<file path="config.mk">
export PLATFORM = sky130hd
export DESIGN_NAME = port_pin_override_mux
export DESIGN_NICKNAME = d
export VERILOG_FILES = /design/src/design/port_pin_override_mux_pkg.sv /design/src/design/pin_ctrl_cell.sv /design/src/design/pin_input_sync.sv /design/src/design/port_pin_override_mux.sv
export VERILOG_INCLUDE_DIRS = /design/src /design/src/design
export SDC_FILE = /design/constraint.sdc
export NUM_CORES = 1
export LEC_CHECK = 0
export BUFFER_PORTS_ARGS = -buffer_cell sky130_fd_sc_hd__buf_4
export CAP_MARGIN = 20
export CORE_ASPECT_RATIO = 1.2
export CORE_MARGIN = 1.5
export CORE_UTILIZATION = 48
export DETAILED_ROUTE_END_ITERATION = 8
export GPL_ROUTABILITY_DRIVEN = 0
export PLACE_DENSITY = 0.83
export SLEW_MARGIN = 20
export SYNTH_ARGS = -nofsm -noshare
export SYNTH_HDL_FRONTEND = slang
export SYNTH_SLANG_ARGS = --single-unit
</file>
<file path="constraint.sdc">
create_clock -name clock_in -period 2.95 [get_ports clock_in]
set_clock_uncertainty 0.1 [all_clocks]
set_input_delay 0.1475 -clock clock_in [delete_from_list [all_inputs] [get_ports clock_in]]
set_output_delay 0.1475 -clock clock_in [all_outputs]
set_load 0.02 [all_outputs]
</file>
<file path="src/design/port_pin_override_mux_defines.svh">
// constant macros for the port pin override multiplexer
// assumes a byte-wide wishbone register map on 32-bit words
`ifndef PORT_PIN_OVERRIDE_MUX_DEFINES_SVH
`define PORT_PIN_OVERRIDE_MUX_DEFINES_SVH
// ==========================================
// register byte addresses
`define ADDR_MCU_CONTROL 4'h0
`define ADDR_PORT_DIR    4'h4
`define ADDR_PORT_LATCH  4'h8
`define ADDR_PORT_INPUT  4'hC
// ==========================================
// field positions and reset values
`define MCU_PUD_BIT      7
`define MCU_CONTROL_RST  8'h00
`define PORT_DIR_RST     8'h00
`define PORT_LATCH_RST   8'h00
// ==========================================
// port b pin assignments
`define PB_SERIAL_CLOCK  7
`define PB_SERIAL_DOUT   6
`define PB_SERIAL_DIN    5
`define PB_TIMER1_CMPB   4
`define PB_TIMER1_CMPA   3
`define PB_TIMER0_CMPA   2
`endif

</file>
<file path="src/design/port_pin_override_mux_pkg.sv">
// types shared by the port pin override multiplexer files
// assumes nothing beyond a systemverilog tool
package port_pin_override_mux_pkg;
  // ==========================================
  // register index decoded from the bus address
  typedef enum logic [1:0]
  {
    REG_MCU   = 2'b00,
    REG_DIR   = 2'b01,
    REG_LATCH = 2'b10,
    REG_INPUT = 2'b11
  } reg_sel_e;
endpackage

</file>
<file path="src/design/pin_ctrl_cell.sv">
// one pin of override logic: pull-up, driver, output value, input enable
// assumes all override inputs are synchronous to the block clock
`timescale 1ns/1ps
module pin_ctrl_cell
(
  input  wire logic dir_bit_in,
  input  wire logic latch_bit_in,
  input  wire logic pud_in,
  input  wire logic sleep_clamp_in,
  input  wire logic pullup_override_en_in,
  input  wire logic pullup_override_val_in,
  input  wire logic dir_override_en_in,
  input  wire logic dir_override_val_in,
  input  wire logic out_value_override_en_in,
  input  wire logic out_value_override_val_in,
  input  wire logic input_enable_override_en_in,
  input  wire logic input_enable_override_val_in,
  input  wire logic pad_in,
  output logic      pullup_out,
  output logic      drive_en_out,
  output logic      drive_val_out,
  output logic      digital_in_out
);
  logic input_enable;
  // ==========================================
  // pull-up: override wins, else only input with latch high and no global disable
  assign pullup_out = pullup_override_en_in ? pullup_override_val_in
                    : ({dir_bit_in, latch_bit_in, pud_in} == 3'b010);
  // output driver enable
  assign drive_en_out = dir_override_en_in ? dir_override_val_in
                      : dir_bit_in;
  // driven level; meaningful only while the driver is on
  assign drive_val_out = out_value_override_en_in ? out_value_override_val_in
                       : latch_bit_in;
  // sleep clamps the schmitt input to zero unless a module overrides it
  assign input_enable = input_enable_override_en_in ? input_enable_override_val_in
                      : ~sleep_clamp_in;
  // unsynchronised input for modules, taken before the port synchroniser
  assign digital_in_out = pad_in & input_enable;
endmodule

</file>
<file path="src/design/pin_input_sync.sv">
// two-stage synchroniser for the port's readable input bits
// assumes one clock; the first stage feeds only the second
`timescale 1ns/1ps
module pin_input_sync
#(
  parameter int WIDTH = 8
)
(
  input  wire logic             clock_in,
  input  wire logic             reset_n_in,
  input  wire logic [WIDTH-1:0] data_in,
  output logic      [WIDTH-1:0] data_out
);
  logic [WIDTH-1:0] stage_one;
  // ==========================================
  // two flops; metastability settles in the first
  always_ff @(posedge clock_in or negedge reset_n_in)
  begin
    if (!reset_n_in)
    begin
      stage_one <= '0;
      data_out  <= '0;
    end
    else
    begin
      stage_one <= data_in;
      data_out  <= stage_one;
    end
  end
endmodule

</file>
<file path="src/design/port_pin_override_mux.sv">
// port b pin override multiplexer with wishbone register access
// assumes peripheral override signals are synchronous to clock_in
//
// Behaviour
// - pull-up override enable selects override value, ignoring direction, latch, disable
// - without override, pull-up on only when direction,latch,disable equal 010
// - direction override enable makes driver enable follow the override value
// - without direction override, driver enabled exactly when direction bit is one
// - value override enable with driver on drives override value to pin
// - without value override, enabled driver drives the output latch bit
// - toggle override enable from a module inverts the output latch bit
// - input enable follows override value, else normal or sleep clamp
// - modules get digital input before the port synchroniser
// - port strobes shared per port; clock, sleep, pull-up disable shared
// - control bit 7 set disables every pull-up, even input-with-pull-up pins
// - three-wire serial output replaces bit 6 latch, driven only if direction one
// - serial output pin as input keeps latch-controlled pull-up
// - bit 7 is serial clock in three-wire and two-wire modes
// - bit 4 carries timer1 compare b output only when set as output
// - each port b pin n is pin-change source n
// - direction one makes output, zero input; latch gives driven level
// - writing one to input register bit inverts the latch bit
`timescale 1ns/1ps
`include "port_pin_override_mux_defines.svh"
module port_pin_override_mux
#(
  parameter int PINS = 8
)
(
  input  wire logic            clock_in,
  input  wire logic            reset_n_in,
  // wishbone classic slave
  input  wire logic            wb_cyc_in,
  input  wire logic            wb_stb_in,
  input  wire logic            wb_we_in,
  input  wire logic [3:0]      wb_adr_in,
  input  wire logic [3:0]      wb_sel_in,
  input  wire logic [31:0]     wb_dat_in,
  output logic      [31:0]     wb_dat_out,
  output logic                 wb_ack_out,
  // shared across all ports
  input  wire logic            sleep_clamp_in,
  output logic                 global_pullup_disable_out,
  // serial interface overrides
  input  wire logic            serial_three_wire_in,
  input  wire logic            serial_two_wire_in,
  input  wire logic            serial_data_out_in,
  input  wire logic            serial_clock_hold_in,
  input  wire logic            serial_toggle_in,
  input  wire logic            serial_start_ie_in,
  // timer compare overrides
  input  wire logic            timer1_compare_b_en_in,
  input  wire logic            timer1_compare_b_out_in,
  input  wire logic            timer1_compare_a_en_in,
  input  wire logic            timer1_compare_a_out_in,
  input  wire logic            timer0_compare_a_en_in,
  input  wire logic            timer0_compare_a_out_in,
  // pin change enables
  input  wire logic            pin_change_ie_in,
  input  wire logic [PINS-1:0] pin_change_mask_in,
  // pad side
  input  wire logic [PINS-1:0] pad_in,
  output logic      [PINS-1:0] pad_out,
  output logic      [PINS-1:0] pad_oe_out,
  output logic      [PINS-1:0] pad_pullup_out,
  // module side
  output logic      [PINS-1:0] alt_digital_input_out,
  output logic      [PINS-1:0] pin_change_src_out
);
  logic [7:0]      mcu_control;
  logic [PINS-1:0] pin_direction_bit;
  logic [PINS-1:0] pin_output_latch_bit;
  logic [PINS-1:0] pin_input_bit;
  logic [PINS-1:0] next_latch;
  logic [PINS-1:0] toggle_override_en;
  logic [PINS-1:0] pullup_override_en;
  logic [PINS-1:0] pullup_override_val;
  logic [PINS-1:0] dir_override_en;
  logic [PINS-1:0] dir_override_val;
  logic [PINS-1:0] out_value_override_en;
  logic [PINS-1:0] out_value_override_val;
  logic [PINS-1:0] input_enable_override_en;
  logic [PINS-1:0] input_enable_override_val;
  logic [PINS-1:0] drive_en;
  logic [PINS-1:0] drive_val;
  logic [PINS-1:0] digital_in;
  logic            bus_req;
  logic            wr_mcu;
  logic            wr_dir;
  logic            wr_latch;
  logic            wr_input;

  // ==========================================
  // bus decode
  function automatic port_pin_override_mux_pkg::reg_sel_e reg_of(input logic [3:0] adr);
    reg_of = port_pin_override_mux_pkg::reg_sel_e'(adr[3:2]);
  endfunction

  // request is seen while ack is low, so each access is answered once
  assign bus_req  = wb_cyc_in & wb_stb_in & ~wb_ack_out;
  // the port's write strobes are common to all its pins
  assign wr_mcu   = bus_req & wb_we_in & wb_sel_in[0]
                  & (reg_of(wb_adr_in) == port_pin_override_mux_pkg::REG_MCU);
  assign wr_dir   = bus_req & wb_we_in & wb_sel_in[0]
                  & (reg_of(wb_adr_in) == port_pin_override_mux_pkg::REG_DIR);
  assign wr_latch = bus_req & wb_we_in & wb_sel_in[0]
                  & (reg_of(wb_adr_in) == port_pin_override_mux_pkg::REG_LATCH);
  assign wr_input = bus_req & wb_we_in & wb_sel_in[0]
                  & (reg_of(wb_adr_in) == port_pin_override_mux_pkg::REG_INPUT);

  // ==========================================
  // ack one cycle after the request, dropped the next cycle
  always_ff @(posedge clock_in or negedge reset_n_in)
  begin
    if (!reset_n_in)
      wb_ack_out <= 1'b0;
    else
      wb_ack_out <= bus_req;
  end

  // read data registered; all four word slots are mapped, upper bits zero
  always_ff @(posedge clock_in or negedge reset_n_in)
  begin
    if (!reset_n_in)
      wb_dat_out <= 32'h0000_0000;
    else if (bus_req && !wb_we_in)
    begin
      unique case (reg_of(wb_adr_in))
        port_pin_override_mux_pkg::REG_MCU:   wb_dat_out <= {24'h000000, mcu_control};
        port_pin_override_mux_pkg::REG_DIR:   wb_dat_out <= {24'h000000, pin_direction_bit};
        port_pin_override_mux_pkg::REG_LATCH: wb_dat_out <= {24'h000000, pin_output_latch_bit};
        port_pin_override_mux_pkg::REG_INPUT: wb_dat_out <= {24'h000000, pin_input_bit};
      endcase
    end
  end

  // ==========================================
  // control register; only the pull-up disable bit steers this block
  always_ff @(posedge clock_in or negedge reset_n_in)
  begin
    if (!reset_n_in)
      mcu_control <= `MCU_CONTROL_RST;
    else if (wr_mcu)
      mcu_control <= wb_dat_in[7:0];
  end
  assign global_pullup_disable_out = mcu_control[`MCU_PUD_BIT];

  // direction register
  always_ff @(posedge clock_in or negedge reset_n_in)
  begin
    if (!reset_n_in)
      pin_direction_bit <= `PORT_DIR_RST;
    else if (wr_dir)
      pin_direction_bit <= wb_dat_in[PINS-1:0];
  end

  // latch: a write loads, ones to the input address toggle, modules toggle too;
  // write and toggle in one cycle give the toggle applied to the written value
  always_comb
  begin
    next_latch = pin_output_latch_bit;
    if (wr_latch)
      next_latch = wb_dat_in[PINS-1:0];
    if (wr_input)
      next_latch = next_latch ^ wb_dat_in[PINS-1:0];
    next_latch = next_latch ^ toggle_override_en;
  end

  always_ff @(posedge clock_in or negedge reset_n_in)
  begin
    if (!reset_n_in)
      pin_output_latch_bit <= `PORT_LATCH_RST;
    else
      pin_output_latch_bit <= next_latch;
  end

  // ==========================================
  // per-pin override sources for port b
  always_comb
  begin
    pullup_override_en        = '0;
    pullup_override_val       = '0;
    dir_override_en           = '0;
    dir_override_val          = '0;
    out_value_override_en     = '0;
    out_value_override_val    = '0;
    toggle_override_en        = '0;
    input_enable_override_en  = '0;
    input_enable_override_val = '1;
    // pin change sources keep their input alive in sleep
    input_enable_override_en  = pin_change_mask_in & {PINS{pin_change_ie_in}};
    // serial clock: three-wire clock, two-wire clock line with hold
    dir_override_en[`PB_SERIAL_CLOCK]       = serial_two_wire_in;
    dir_override_val[`PB_SERIAL_CLOCK]      = (serial_clock_hold_in
      | pin_output_latch_bit[`PB_SERIAL_CLOCK]) & pin_direction_bit[`PB_SERIAL_CLOCK];
    out_value_override_en[`PB_SERIAL_CLOCK] = serial_two_wire_in
      & pin_direction_bit[`PB_SERIAL_CLOCK];
    toggle_override_en[`PB_SERIAL_CLOCK]    = serial_toggle_in;
    input_enable_override_en[`PB_SERIAL_CLOCK] =
      input_enable_override_en[`PB_SERIAL_CLOCK] | serial_start_ie_in;
    // serial data out replaces the latch; direction bit still gates the driver
    out_value_override_en[`PB_SERIAL_DOUT]  = serial_three_wire_in;
    out_value_override_val[`PB_SERIAL_DOUT] = serial_data_out_in;
    // two-wire data line; three-wire receive relies on software making it input
    dir_override_en[`PB_SERIAL_DIN]         = serial_two_wire_in;
    dir_override_val[`PB_SERIAL_DIN]        = (pad_in[`PB_SERIAL_DIN]
      | pin_output_latch_bit[`PB_SERIAL_DIN]) & pin_direction_bit[`PB_SERIAL_DIN];
    out_value_override_en[`PB_SERIAL_DIN]   = serial_two_wire_in
      & pin_direction_bit[`PB_SERIAL_DIN];
    input_enable_override_en[`PB_SERIAL_DIN] =
      input_enable_override_en[`PB_SERIAL_DIN] | serial_start_ie_in;
    // timer compare outputs; driver still needs the direction bit
    out_value_override_en[`PB_TIMER1_CMPB]  = timer1_compare_b_en_in;
    out_value_override_val[`PB_TIMER1_CMPB] = timer1_compare_b_out_in;
    out_value_override_en[`PB_TIMER1_CMPA]  = timer1_compare_a_en_in;
    out_value_override_val[`PB_TIMER1_CMPA] = timer1_compare_a_out_in;
    out_value_override_en[`PB_TIMER0_CMPA]  = timer0_compare_a_en_in;
    out_value_override_val[`PB_TIMER0_CMPA] = timer0_compare_a_out_in;
  end

  // ==========================================
  // one combinational cell per pin, so overrides act in the same cycle
  generate
    for (genvar i = 0; i < PINS; i++)
    begin : g_pin
      pin_ctrl_cell u_cell
      (
        .dir_bit_in                   (pin_direction_bit[i]),
        .latch_bit_in                 (pin_output_latch_bit[i]),
        .pud_in                       (global_pullup_disable_out),
        .sleep_clamp_in               (sleep_clamp_in),
        .pullup_override_en_in        (pullup_override_en[i]),
        .pullup_override_val_in       (pullup_override_val[i]),
        .dir_override_en_in           (dir_override_en[i]),
        .dir_override_val_in          (dir_override_val[i]),
        .out_value_override_en_in     (out_value_override_en[i]),
        .out_value_override_val_in    (out_value_override_val[i]),
        .input_enable_override_en_in  (input_enable_override_en[i]),
        .input_enable_override_val_in (input_enable_override_val[i]),
        .pad_in                       (pad_in[i]),
        .pullup_out                   (pad_pullup_out[i]),
        .drive_en_out                 (drive_en[i]),
        .drive_val_out                (drive_val[i]),
        .digital_in_out               (digital_in[i])
      );
    end
  endgenerate

  // pad drive: level only meaningful where enabled, held low otherwise
  assign pad_oe_out            = drive_en;
  assign pad_out               = drive_val & drive_en;
  assign alt_digital_input_out = digital_in;
  assign pin_change_src_out    = digital_in;

  // readable pin value through the port synchroniser
  pin_input_sync #(.WIDTH(PINS)) u_sync
  (
    .clock_in   (clock_in),
    .reset_n_in (reset_n_in),
    .data_in    (digital_in),
    .data_out   (pin_input_bit)
  );

  // ==========================================
  // checks
  a_pud_kills_pullup: assert property (@(posedge clock_in) disable iff (!reset_n_in)
    (global_pullup_disable_out && pullup_override_en == '0) |-> pad_pullup_out == '0)
    else $error("pull-up on with global disable set");
  a_dir_drives_oe: assert property (@(posedge clock_in) disable iff (!reset_n_in)
    (dir_override_en == '0) |-> pad_oe_out == pin_direction_bit)
    else $error("driver enable differs from direction");
  a_input_pullup_on: assert property (@(posedge clock_in) disable iff (!reset_n_in)
    (!global_pullup_disable_out && !pin_direction_bit[0] && pin_output_latch_bit[0])
    |-> pad_pullup_out[0])
    else $error("pull-up missing on input pin 0");
  a_serial_dout_pin: assert property (@(posedge clock_in) disable iff (!reset_n_in)
    (serial_three_wire_in && pin_direction_bit[6]) |-> pad_out[6] == serial_data_out_in)
    else $error("serial data out not on pin 6");
  a_timer_b_gated: assert property (@(posedge clock_in) disable iff (!reset_n_in)
    !pin_direction_bit[4] |-> !pad_oe_out[4])
    else $error("compare b driven while input");
  a_latch_toggle_write: assert property (@(posedge clock_in) disable iff (!reset_n_in)
    (wr_input && !wr_latch && toggle_override_en == '0)
    |=> pin_output_latch_bit == ($past(pin_output_latch_bit) ^ $past(wb_dat_in[PINS-1:0])))
    else $error("input write did not toggle latch");
  a_ack_one_cycle: assert property (@(posedge clock_in) disable iff (!reset_n_in)
    (wb_cyc_in && wb_stb_in && !wb_ack_out) |=> wb_ack_out ##1 !wb_ack_out)
    else $error("ack not a single cycle pulse");
  a_sync_delay: assert property (@(posedge clock_in) disable iff (!reset_n_in)
    1'b1 |-> ##2 pin_input_bit == $past(digital_in, 2))
    else $error("pin input not two cycles behind");
endmodule

</file>
==> results of run 1 <==
[what timing repair did]
action                                  in CTS  in global routing
endpoints found under the setup margin       0                  0
gates resized for setup                      0                  0
endpoints found under the hold margin       50                  0
hold buffers                                 2                  0
[placed cells by master (no fill, tap or decap), types with 4 or more instances in the layout]
cell type and count:
buf_4 96, nand3_1 8, nor3b_1 8, mux4_2 8
clkbuf_8 5, a21oi_1 15, nand2_1 10, mux2i_1 4
conb_1 24, o21ai_0 8, nor2b_1 6, mux2_4 8
dfrtp_1 49, mux2_2 16, a21boi_0 10, nor2_1 4
[flip-flops by register name, summed over array words and instances (netlist names)]
signal	flops
u_sync.data_out	8
mcu_control	8
u_sync.stage_one	8
wb_dat_out	8
pin_direction_bit	8
wb_ack_out	1
pin_output_latch_bit	8
[area by class of cell]
class                      count  share of cell area, %
sequential                    49                   38.2
clock buffer                   6                   2.26
tap                           62                   2.42
timing repair buffer          98                   23.1
clock inverter                 2                  0.312
multi-input combinational    139                   33.7
[metal layers]
metal  wire length [um]  global-route usage (%)
met2               2810                    31.1
met5                  0                       0
met4                127                    6.35
met1               1920                    20.2
met3                343                    3.92
[metrics by stage]
stage               utilization (%)  worst slack (ps)  instance area [um2]  hold WS [ps]
finish                         60.1               984                 3210          7.86
global route                   60.1               918                 3210          8.35
CTS                            60.1               966                 3210        0.0719
detailed placement             58.2               998                 3100          96.2
global placement               58.2              1010                 3100          96.3
floorplan                         -              1140                 2780          -248
[critical path, delay by kind of cell (launching register included)]
| kind | cells | cell delay (ps) |
|---|---|---|
| DFF | 1 | 400 |
| muxes | 1 | 380 |
| and+or+nand+nor | 3 | 960 |
[logic make-up (layout without fill, tap and decap cells)]
| logic type | Yosys count | in the layout | share of synthesized area (%) |
|---|---|---|---|
| buf+inv | 66 | 106 | 17.6 |
| flops | 49 | 49 | 45.5 |
| compound gates | 34 | 34 | 7.39 |
| xor+xnor | 1 | 1 | 0.325 |
| mux | 36 | 36 | 19.3 |
| simple gates | 44 | 44 | 9.71 |
| other cells | 1 | 24 | 0.139 |
[final timing paths]
kind	depth (start not counted)	slack, ps	startpoint	endpoint
hold reg to reg	0	250	u_sync.stage_one[4]	u_sync.data_out[4]
min in group asynchronous	2	280	reset_n_in	wb_dat_out[0]
hold / removal	2	8	wb_dat_in[6]	mcu_control[6]
setup reg to reg	4	980	wb_ack_out	mcu_control[1]
setup / recovery	4	980	wb_ack_out	mcu_control[1]
max in group asynchronous	2	2060	reset_n_in	u_sync.data_out[1]
[report_power, final]
group | total [uW] | internal, uW | switching, uW
combinational | 694 | 353 | 341
clock | 370 | 164 | 206
sequential | 906 | 793 | 113
total | 1970 | 1310 | 660
==> results by group, run 1 <==
Synth
  • Seq/Total Area, Yosys: 45.5%
  • Cell count after synthesis: 231
  • Synth area leader: dfrtp_1
  • Top_reg_cell synth: dfrtp_1
  • Ys Warns: 0
  • Mapped Area: ~2700 um2
  • Post-synth top area share: 45.5%
  • Area contributors post-synth: dfrtp_1 46%, buf_4 16%, mux2_2 6.7%, mux4_2 6.7%, mux2_4 4.5%
  • EDFF count, synth: 0
  • Syn avg cell area: 11.7 um2
  • Most frequent cells after synthesis: 57 x buf_4, 49 x dfrtp_1, 16 x mux2_2
  • Most common cell in the netlist: buf_4
  • Yosys reg bits: slightly below 50
  • Asr flop ratio synth: 100%
  • Post-synth cell types: 27

CTS
  • Worst-path clk slew: around 80 ps
  • Post-CTS Repair Setup Buffers: 0
  • CTS HTree Levels: 2
  • CTS tree: done
  • Clock root cell: clkbuf_8
  • CTS Buf Count: 5
  • Clk sink count: 49
  • Clk_lat worst skew: 300 ps
  • Clock buffer depth: 2

GRT
  • Vias in the first global route: 1654
  • Largest net degree at the start of global routing: 50
  • First-pass GRT wire length: a little over 8 mm
  • Total GRT Usage: between 10% and 20%
  • Initial antenna violation count: 0
  • GRT Residual Overflow: 0

Place
  • Port bufs: between 90 and 100
  • Placed cells: 346
  • HPWL after detailed placement: 3.91 mm

Final layout
  • P&R area growth vs syn: 19.0%
  • Multi-input gate area: 1080 um2
  • ANT cells: 0
  • # fillers: 443
  • Layout cells sized above 1: 47.3%
  • Final cell count without fillers: 356
  • FF+latch area: 1230 um2
  • Final nets: 368

Power and ir drop
  • Worst VDD drop: roughly 230 uV
  • Pwr/cell area: 614 nW/um2
  • Pleak: 0.00161 uW
  • Final Power: 1970 uW

Drt
  • DR iter-0 viols: 97
  • WL/cell: 14.6 um
  • Final Routed Wirelength: 5.20 mm
  • DRC viols: 0
  • Antenna viol nets, final: 0
  • Routed via count: 1790
  • Via-to-Cell Ratio: roughly 5.0
  • Drt first pass iters: 4

Setup path
  • WP data required: 3030 ps
  • CP Cell Sequence: and4b_1, nand2_2, or3_1, mux2_4
  • Max stage delay cell, worst path: or3_1
  • Worst-path maximum fanout: 8
  • Type of origin of the critical path: register
  • Crit Path Category: register to register
  • Arrival time at the worst endpoint: 2050 ps
  • Max stage delay on crit path: 550 ps
  • CP endpoint kind: register

Floorplan
  • Number of placed I/O pins: 149
  • Initial core utilization: 50.5%
  • Die area: 6070 um2
  • Row count: 29
  • Core box area: 5330 um2
  • Die span in y: approximately 85 um
  • Die Wd: 71.4 um

Status
  • Status: finished clean

Min path
  • Hold Path Class: primary input to register

Timing
  • Max-slew headroom: 61.2%
  • Fin crit share: roughly two thirds
  • Fin. Hold Viols: 0
  • Slew @ Worst Pin: approximately 580 ps
  • Final setup violation count: 0
  • Final setup TNS: 0 ps
  • Unrepaired setup endpoints after global routing: no
  • Slew Viols, Final: 0
  • Tmin final: just under 2000 ps
  • Max Clk Rate: ~0.51 GHz

Flow run
  • Max cap viols: 0
Power figures use the tool's default switching activity.
==> run 2, diff against run 1 <==
--- a/config.mk
+++ b/config.mk
@@ -10,10 +10,10 @@
 export CAP_MARGIN = 20
 export CORE_ASPECT_RATIO = 1.2
 export CORE_MARGIN = 1.5
-export CORE_UTILIZATION = 48
+export CORE_UTILIZATION = 40
 export DETAILED_ROUTE_END_ITERATION = 8
 export GPL_ROUTABILITY_DRIVEN = 0
-export PLACE_DENSITY = 0.83
+export PLACE_DENSITY = 0.73
 export SLEW_MARGIN = 20
 export SYNTH_ARGS = -nofsm -noshare
 export SYNTH_HDL_FRONTEND = slang
==> constraint.sdc (replaced) <==
create_clock -name clock_in -period 1.8 [get_ports clock_in]
set_clock_uncertainty 0.1 [all_clocks]
set_input_delay 0.09 -clock clock_in [delete_from_list [all_inputs] [get_ports clock_in]]
set_output_delay 0.09 -clock clock_in [all_outputs]
set_load 0.02 [all_outputs]
==> run 2 against run 1 <==
Via count rose by 7.0%. Non-clock buffer count rose by 21. Global-route usage fell by 1.7 points. Final area rose by 8.3%. Hold slack got worse by 5.9 ps. Fmax rose by 10%. Final cell count rose by 12%. Largest power group unchanged. Sequential power rose by 62%. Sequential share of layout area fell by 2.9 points. Count of clock-buffer cells in the layout rose by 1. Worst setup slack got worse by 970 ps.
==> results by group, run 2 (same netlist as run 1, synthesis figures left out) <==
Place
  • Placed cells: 377 (was 346)
  • Post-Place Worst Slack: 15.2 ps (was 998 ps)
  • HPWL after detailed placement: 4.11 mm (was 3.91 mm)
  • Port bufs: 95 (unchanged)

Power and ir drop
  • Pwr/cell area: 968 nW/um2 (was 614 nW/um2)
  • Pleak: 0.00173 uW (was 0.00161 uW)
  • Worst VDD drop: 411 uV (was 233 uV)

Setup path
  • Type of origin of the critical path: register (unchanged)
  • Crit Path Category: register to register (unchanged)
  • Worst-path maximum fanout: 6 (was 8)
  • CP Cell Sequence: and4b_1, nand2_2, or3_4, buf_6, mux2_4 (was and4b_1, nand2_2, or3_1, mux2_4)
  • WP data required: 1890 ps (was 3030 ps)
  • Arrival time at the worst endpoint: 1870 ps (was 2050 ps)
  • Max stage delay on crit path: 410 ps (was 550 ps)
  • Max stage delay cell, worst path: dfrtp_2 (was or3_1)
  • CP endpoint kind: register (unchanged)

Final layout
  • Final nets: 389 (was 368)
  • Most common cell after layout, fill and taps aside: buf_4 (unchanged)
  • Final cell count without fillers: 400 (was 356)
  • Commonest non-fill, non-tap cells in the layout: 101 x buf_4, 48 x dfrtp_1, 24 x conb_1 (was 96 x buf_4, 49 x dfrtp_1, 24 x conb_1)
  • # fillers: 595 (was 443)
  • Core Util, Final: 53.6% (was 60.1%)
  • FF+latch area: 1230 um2 (about the same)
  • Multi-input gate area: 1090 um2 (was 1080 um2)
  • P&R area growth vs syn: 29.0% (was 19.0%)
  • Layout cells sized above 1: 47.6% (was 47.3%)
  • ANT cells: 0 (unchanged)

CTS
  • CTS HTree Levels: 2 (unchanged)
  • CTS tree: done (unchanged)
  • Post-CTS Repair Setup Buffers: 0 (unchanged)
  • Clock buffer depth: 2 (unchanged)
  • CTS Buf Count: 5 (unchanged)
  • Worst-path clk slew: 90 ps (was 80 ps)
  • Clk_lat worst skew: 300 ps (about the same)
  • Clk sink count: 49 (unchanged)
  • Clock root cell: clkbuf_8 (unchanged)

Timing
  • Worst setup margin: 14.1 ps (was 984 ps)
  • Final setup TNS: 0 ps (unchanged)
  • Tmin final: 1790 ps (was 1970 ps)
  • Slew @ Worst Pin: 625 ps (was 582 ps)
  • Fin crit share: 99.2% (was 66.6%)
  • Fin. Hold Viols: 0 (unchanged)
  • Unrepaired setup endpoints after global routing: yes (was no)
  • Slew Viols, Final: 0 (unchanged)
  • Max Clk Rate: 0.560 GHz (was 0.509 GHz)
  • Max-slew headroom: 58.3% (was 61.2%)
  • Final setup violation count: 0 (unchanged)

GRT
  • Largest net degree at the start of global routing: 50 (unchanged)
  • Total GRT Usage: 15.7% (was 17.4%)
  • Initial antenna violation count: 0 (unchanged)
  • GRT Residual Overflow: 0 (unchanged)
  • First-pass GRT wire length: 8.76 mm (was 8.09 mm)
  • Vias in the first global route: 1827 (was 1654)

Floorplan
  • Initial core utilization: 41.5% (was 50.5%)
  • Row count: 32 (was 29)
  • Die area: 7240 um2 (was 6070 um2)
  • Die span in y: 92.9 um (was 85.1 um)
  • Number of placed I/O pins: 149 (unchanged)
  • Core box area: 6490 um2 (was 5330 um2)
  • Die Wd: 77.9 um (was 71.4 um)

Drt
  • DR iter-0 viols: 120 (was 97)
  • Antenna viol nets, final: 0 (unchanged)
  • Final Routed Wirelength: 5.71 mm (was 5.20 mm)
  • Via-to-Cell Ratio: 4.79 (was 5.03)
  • DRC viols: 0 (unchanged)
  • Drt first pass iters: 4 (unchanged)
  • Routed via count: 1915 (was 1790)
  • WL/cell: 14.3 um (was 14.6 um)

Min path
  • Hold Path Class: primary input to register (unchanged)

Flow run
  • Max cap viols: 0 (unchanged)

Status
  • Status: finished clean (unchanged)
[run 2: power breakdown]
group,internal (uW),leakage (uW),switching (uW)
combinational,609,0.00105,590
clock,347,0.0000542,346
sequential,1300,0.000618,171
[run 2: metrics by stage]
stage / cell area, um2 / power, uW / hold slack (ps)
finish: 3470 / 3360 / 1.92
global route: 3470 / 3530 / 4.43
CTS: 3470 / 3390 / 1.38
detailed placement: 3210 / 2670 / 46.2
global placement: 3210 / 2630 / 45.1
floorplan: 2780 / 2330 / -306
[run 2: worst paths after layout]
check                           cells past startpoint           startpoint  slack [ps]                   end
min in group asynchronous                           2           reset_n_in         240  pin_direction_bit[2]
worst min register to register                      0  u_sync.stage_one[7]         250    u_sync.data_out[7]
worst max-delay path                                5           wb_ack_out          10        mcu_control[4]
max in group asynchronous                           2           reset_n_in         910            wb_ack_out
worst min-delay path                                2       sleep_clamp_in           2   u_sync.stage_one[1]
worst max register to register                      5           wb_ack_out          10        mcu_control[4]
[run 2: area by class of cell]
cell class              instances  share of cell area [%]
well taps                      85                    3.06
multi-input cells             139                    31.3
flip-flops and latches         49                    35.3
clock buffers                   7                    2.77
repair buffers                119                    27.4
clock inverters                 1                   0.144
[run 2: critical path: cells and delay by family, from the launching register on]
family        cells  cell delay [ps]
simple gates      3              710
mux               1              290
flops             1              410
buf+inv           1              150
[run 2: repair_timing]
action,4_1_cts,5_1_grt
setup endpoints to repair,6,14
hold buffers,15,0
resized for setup,2,2
hold endpoints to repair,74,0
pin swaps,0,0
[run 2: routing by layer]
metal  share of wire (%)  track usage (%)
met1                  39             18.5
met5                   0                0
met4                 1.9             6.70
met3                 6.8             2.17
met2                  52             28.5
==> run 3, diff against run 2 <==
--- a/config.mk
+++ b/config.mk
@@ -13,6 +13,7 @@
 export CORE_UTILIZATION = 40
 export DETAILED_ROUTE_END_ITERATION = 8
 export GPL_ROUTABILITY_DRIVEN = 0
+export MAX_ROUTING_LAYER = met4
 export PLACE_DENSITY = 0.73
 export SLEW_MARGIN = 20
 export SYNTH_ARGS = -nofsm -noshare
==> run 3 against run 2 <==
Worst setup slack better by 1.2 ps. Sequential power about the same. Routed wire length down 1.1%. Combinational power about the same. Total power down 0.19%. Critical path depth unchanged. Sequential share of layout area unchanged. Final area unchanged.
==> results by group, run 3 (same netlist as run 1, synthesis figures left out) <==
Timing
  • Max-slew headroom: 59.8% (was 58.3%)
  • Hold WS: 7.15 ps (was 1.92 ps)
  • Slew Viols, Final: 0 (unchanged)
  • Tmin final: 1780 ps (was 1790 ps)
  • Final setup violation count: 0 (unchanged)
  • Fin crit share: 99.2% (about the same)
  • Slew @ Worst Pin: 603 ps (was 625 ps)
  • Final setup TNS: 0 ps (unchanged)
  • Fin. Hold Viols: 0 (unchanged)
  • Unrepaired setup endpoints after global routing: yes (unchanged)
  • Max Clk Rate: 0.560 GHz (about the same)

Final layout
  • # fillers: 595 (unchanged)
  • Final nets: 389 (unchanged)
  • FF+latch area: 1230 um2 (unchanged)
  • Multi-input gate area: 1090 um2 (unchanged)
  • ANT cells: 0 (unchanged)
  • Commonest non-fill, non-tap cells in the layout: 101 x buf_4, 48 x dfrtp_1, 24 x conb_1 (unchanged)
  • P&R area growth vs syn: 29.0% (unchanged)
  • Finished Cell Area: 3470 um2 (unchanged)
  • Most common cell after layout, fill and taps aside: buf_4 (unchanged)
  • Layout cells sized above 1: 47.6% (unchanged)

Drt
  • Via-to-Cell Ratio: 4.78 (was 4.79)
  • WL/cell: 14.1 um (was 14.3 um)
  • DR iter-0 viols: 104 (was 120)
  • DRC viols: 0 (unchanged)
  • Routed via count: 1911 (was 1915)
  • Drt first pass iters: 4 (unchanged)
  • Antenna viol nets, final: 0 (unchanged)
  • Final Routed Wirelength: 5.65 mm (was 5.71 mm)

CTS
  • Clock root cell: clkbuf_8 (unchanged)
  • CTS Buf Count: 5 (unchanged)
  • Clock buffer depth: 2 (unchanged)
  • CTS tree: done (unchanged)
  • Clk_lat worst skew: 300 ps (about the same)
  • Worst-path clk slew: 90 ps (about the same)
  • CTS HTree Levels: 2 (unchanged)
  • Clk sink count: 49 (unchanged)

GRT
  • Initial antenna violation count: 0 (unchanged)
  • Largest net degree at the start of global routing: 50 (unchanged)
  • First-pass GRT wire length: 8.76 mm (about the same)
  • Total GRT Usage: 16.1% (was 15.7%)
  • GRT Residual Overflow: 0 (unchanged)
  • Vias in the first global route: 1828 (was 1827)

Place
  • Port bufs: 95 (unchanged)
  • HPWL after detailed placement: 4.11 mm (unchanged)
  • Area after DPL: 3210 um2 (unchanged)

Floorplan
  • Row count: 32 (unchanged)
  • Initial core utilization: 41.5% (unchanged)
  • Core box area: 6490 um2 (unchanged)
  • Number of placed I/O pins: 149 (unchanged)
  • Die area: 7240 um2 (unchanged)
  • Die span in y: 92.9 um (unchanged)
  • Die Wd: 77.9 um (unchanged)

Power and ir drop
  • Pleak: 0.00173 uW (unchanged)
  • Pwr/cell area: 966 nW/um2 (was 968 nW/um2)
  • Worst VDD drop: 409 uV (was 411 uV)
  • Final Power: 3360 uW (about the same)

Setup path
  • Worst-path maximum fanout: 6 (unchanged)
  • Crit Path Category: register to register (unchanged)
  • Arrival time at the worst endpoint: 1870 ps (about the same)
  • CP endpoint kind: register (unchanged)
  • Type of origin of the critical path: register (unchanged)
  • WP data required: 1880 ps (was 1890 ps)

Status
  • Status: finished clean (unchanged)

Min path
  • Hold Path Class: primary input to register (unchanged)

Flow run
  • Max cap viols: 0 (unchanged)
## run 3: cell counts in the layout (fill, tap and decap cells not counted)
Identical to the previous run, type by type.
## run 3: metrics by stage
stage	util [%]	instances	setup WS (ps)
2_1_floorplan	-	254	10.2
3_3_place_gp	49.4	377	-3.25
3_5_place_dp	49.4	377	15.2
4_1_cts	53.5	400	12.1
5_1_grt	53.6	400	-42.1
6_report	53.6	400	15.2
## run 3: worst paths after layout
kind | startpoint | to | slack, ps | cells past startpoint
max | wb_ack_out | mcu_control[4] | 20 | 5
min | sleep_clamp_in | u_sync.stage_one[1] | 7 | 2
max reg2reg | wb_ack_out | mcu_control[4] | 20 | 5
min reg2reg | u_sync.stage_one[7] | u_sync.data_out[7] | 250 | 0
max in group asynchronous | reset_n_in | wb_ack_out | 920 | 2
min in group asynchronous | reset_n_in | pin_direction_bit[2] | 250 | 2
## run 3: final cells by class
cell class	instances	share of cell area [%]
tap	85	3.06
clock inverter	1	0.144
clock buffer	7	2.77
sequential	49	35.3
timing repair buffer	119	27.4
multi-input combinational	139	31.3
## run 3: power breakdown
part / internal (uW) / switching (uW)
registers: 1300 / 172
logic: 609 / 589
clock network: 347 / 340
total: 2260 / 1100
## run 3: what timing repair did
action	in CTS	in global routing
hold buffers	15	0
setup endpoints to repair	6	14
buffers inserted	0	0
endpoints found under the hold margin	74	0
gates cloned	0	0
gates resized for setup	2	2
## run 3: metal layers
metal / track usage [%] / vias up / share of wire, %
met5: - / - / 0
li1: - / 884 / -
met4: 5.36 / 0 / 0.99
met3: 2.46 / 4 / 6.5
met1: 18.7 / 929 / 39
met2: 28.5 / 94 / 54
## run 3: critical path: stages (launching register included)
cell and delay, ps:
dfrtp_2 410, and4b_1 280, nand2_2 90, or3_4 340, buf_6 150, mux2_4 290
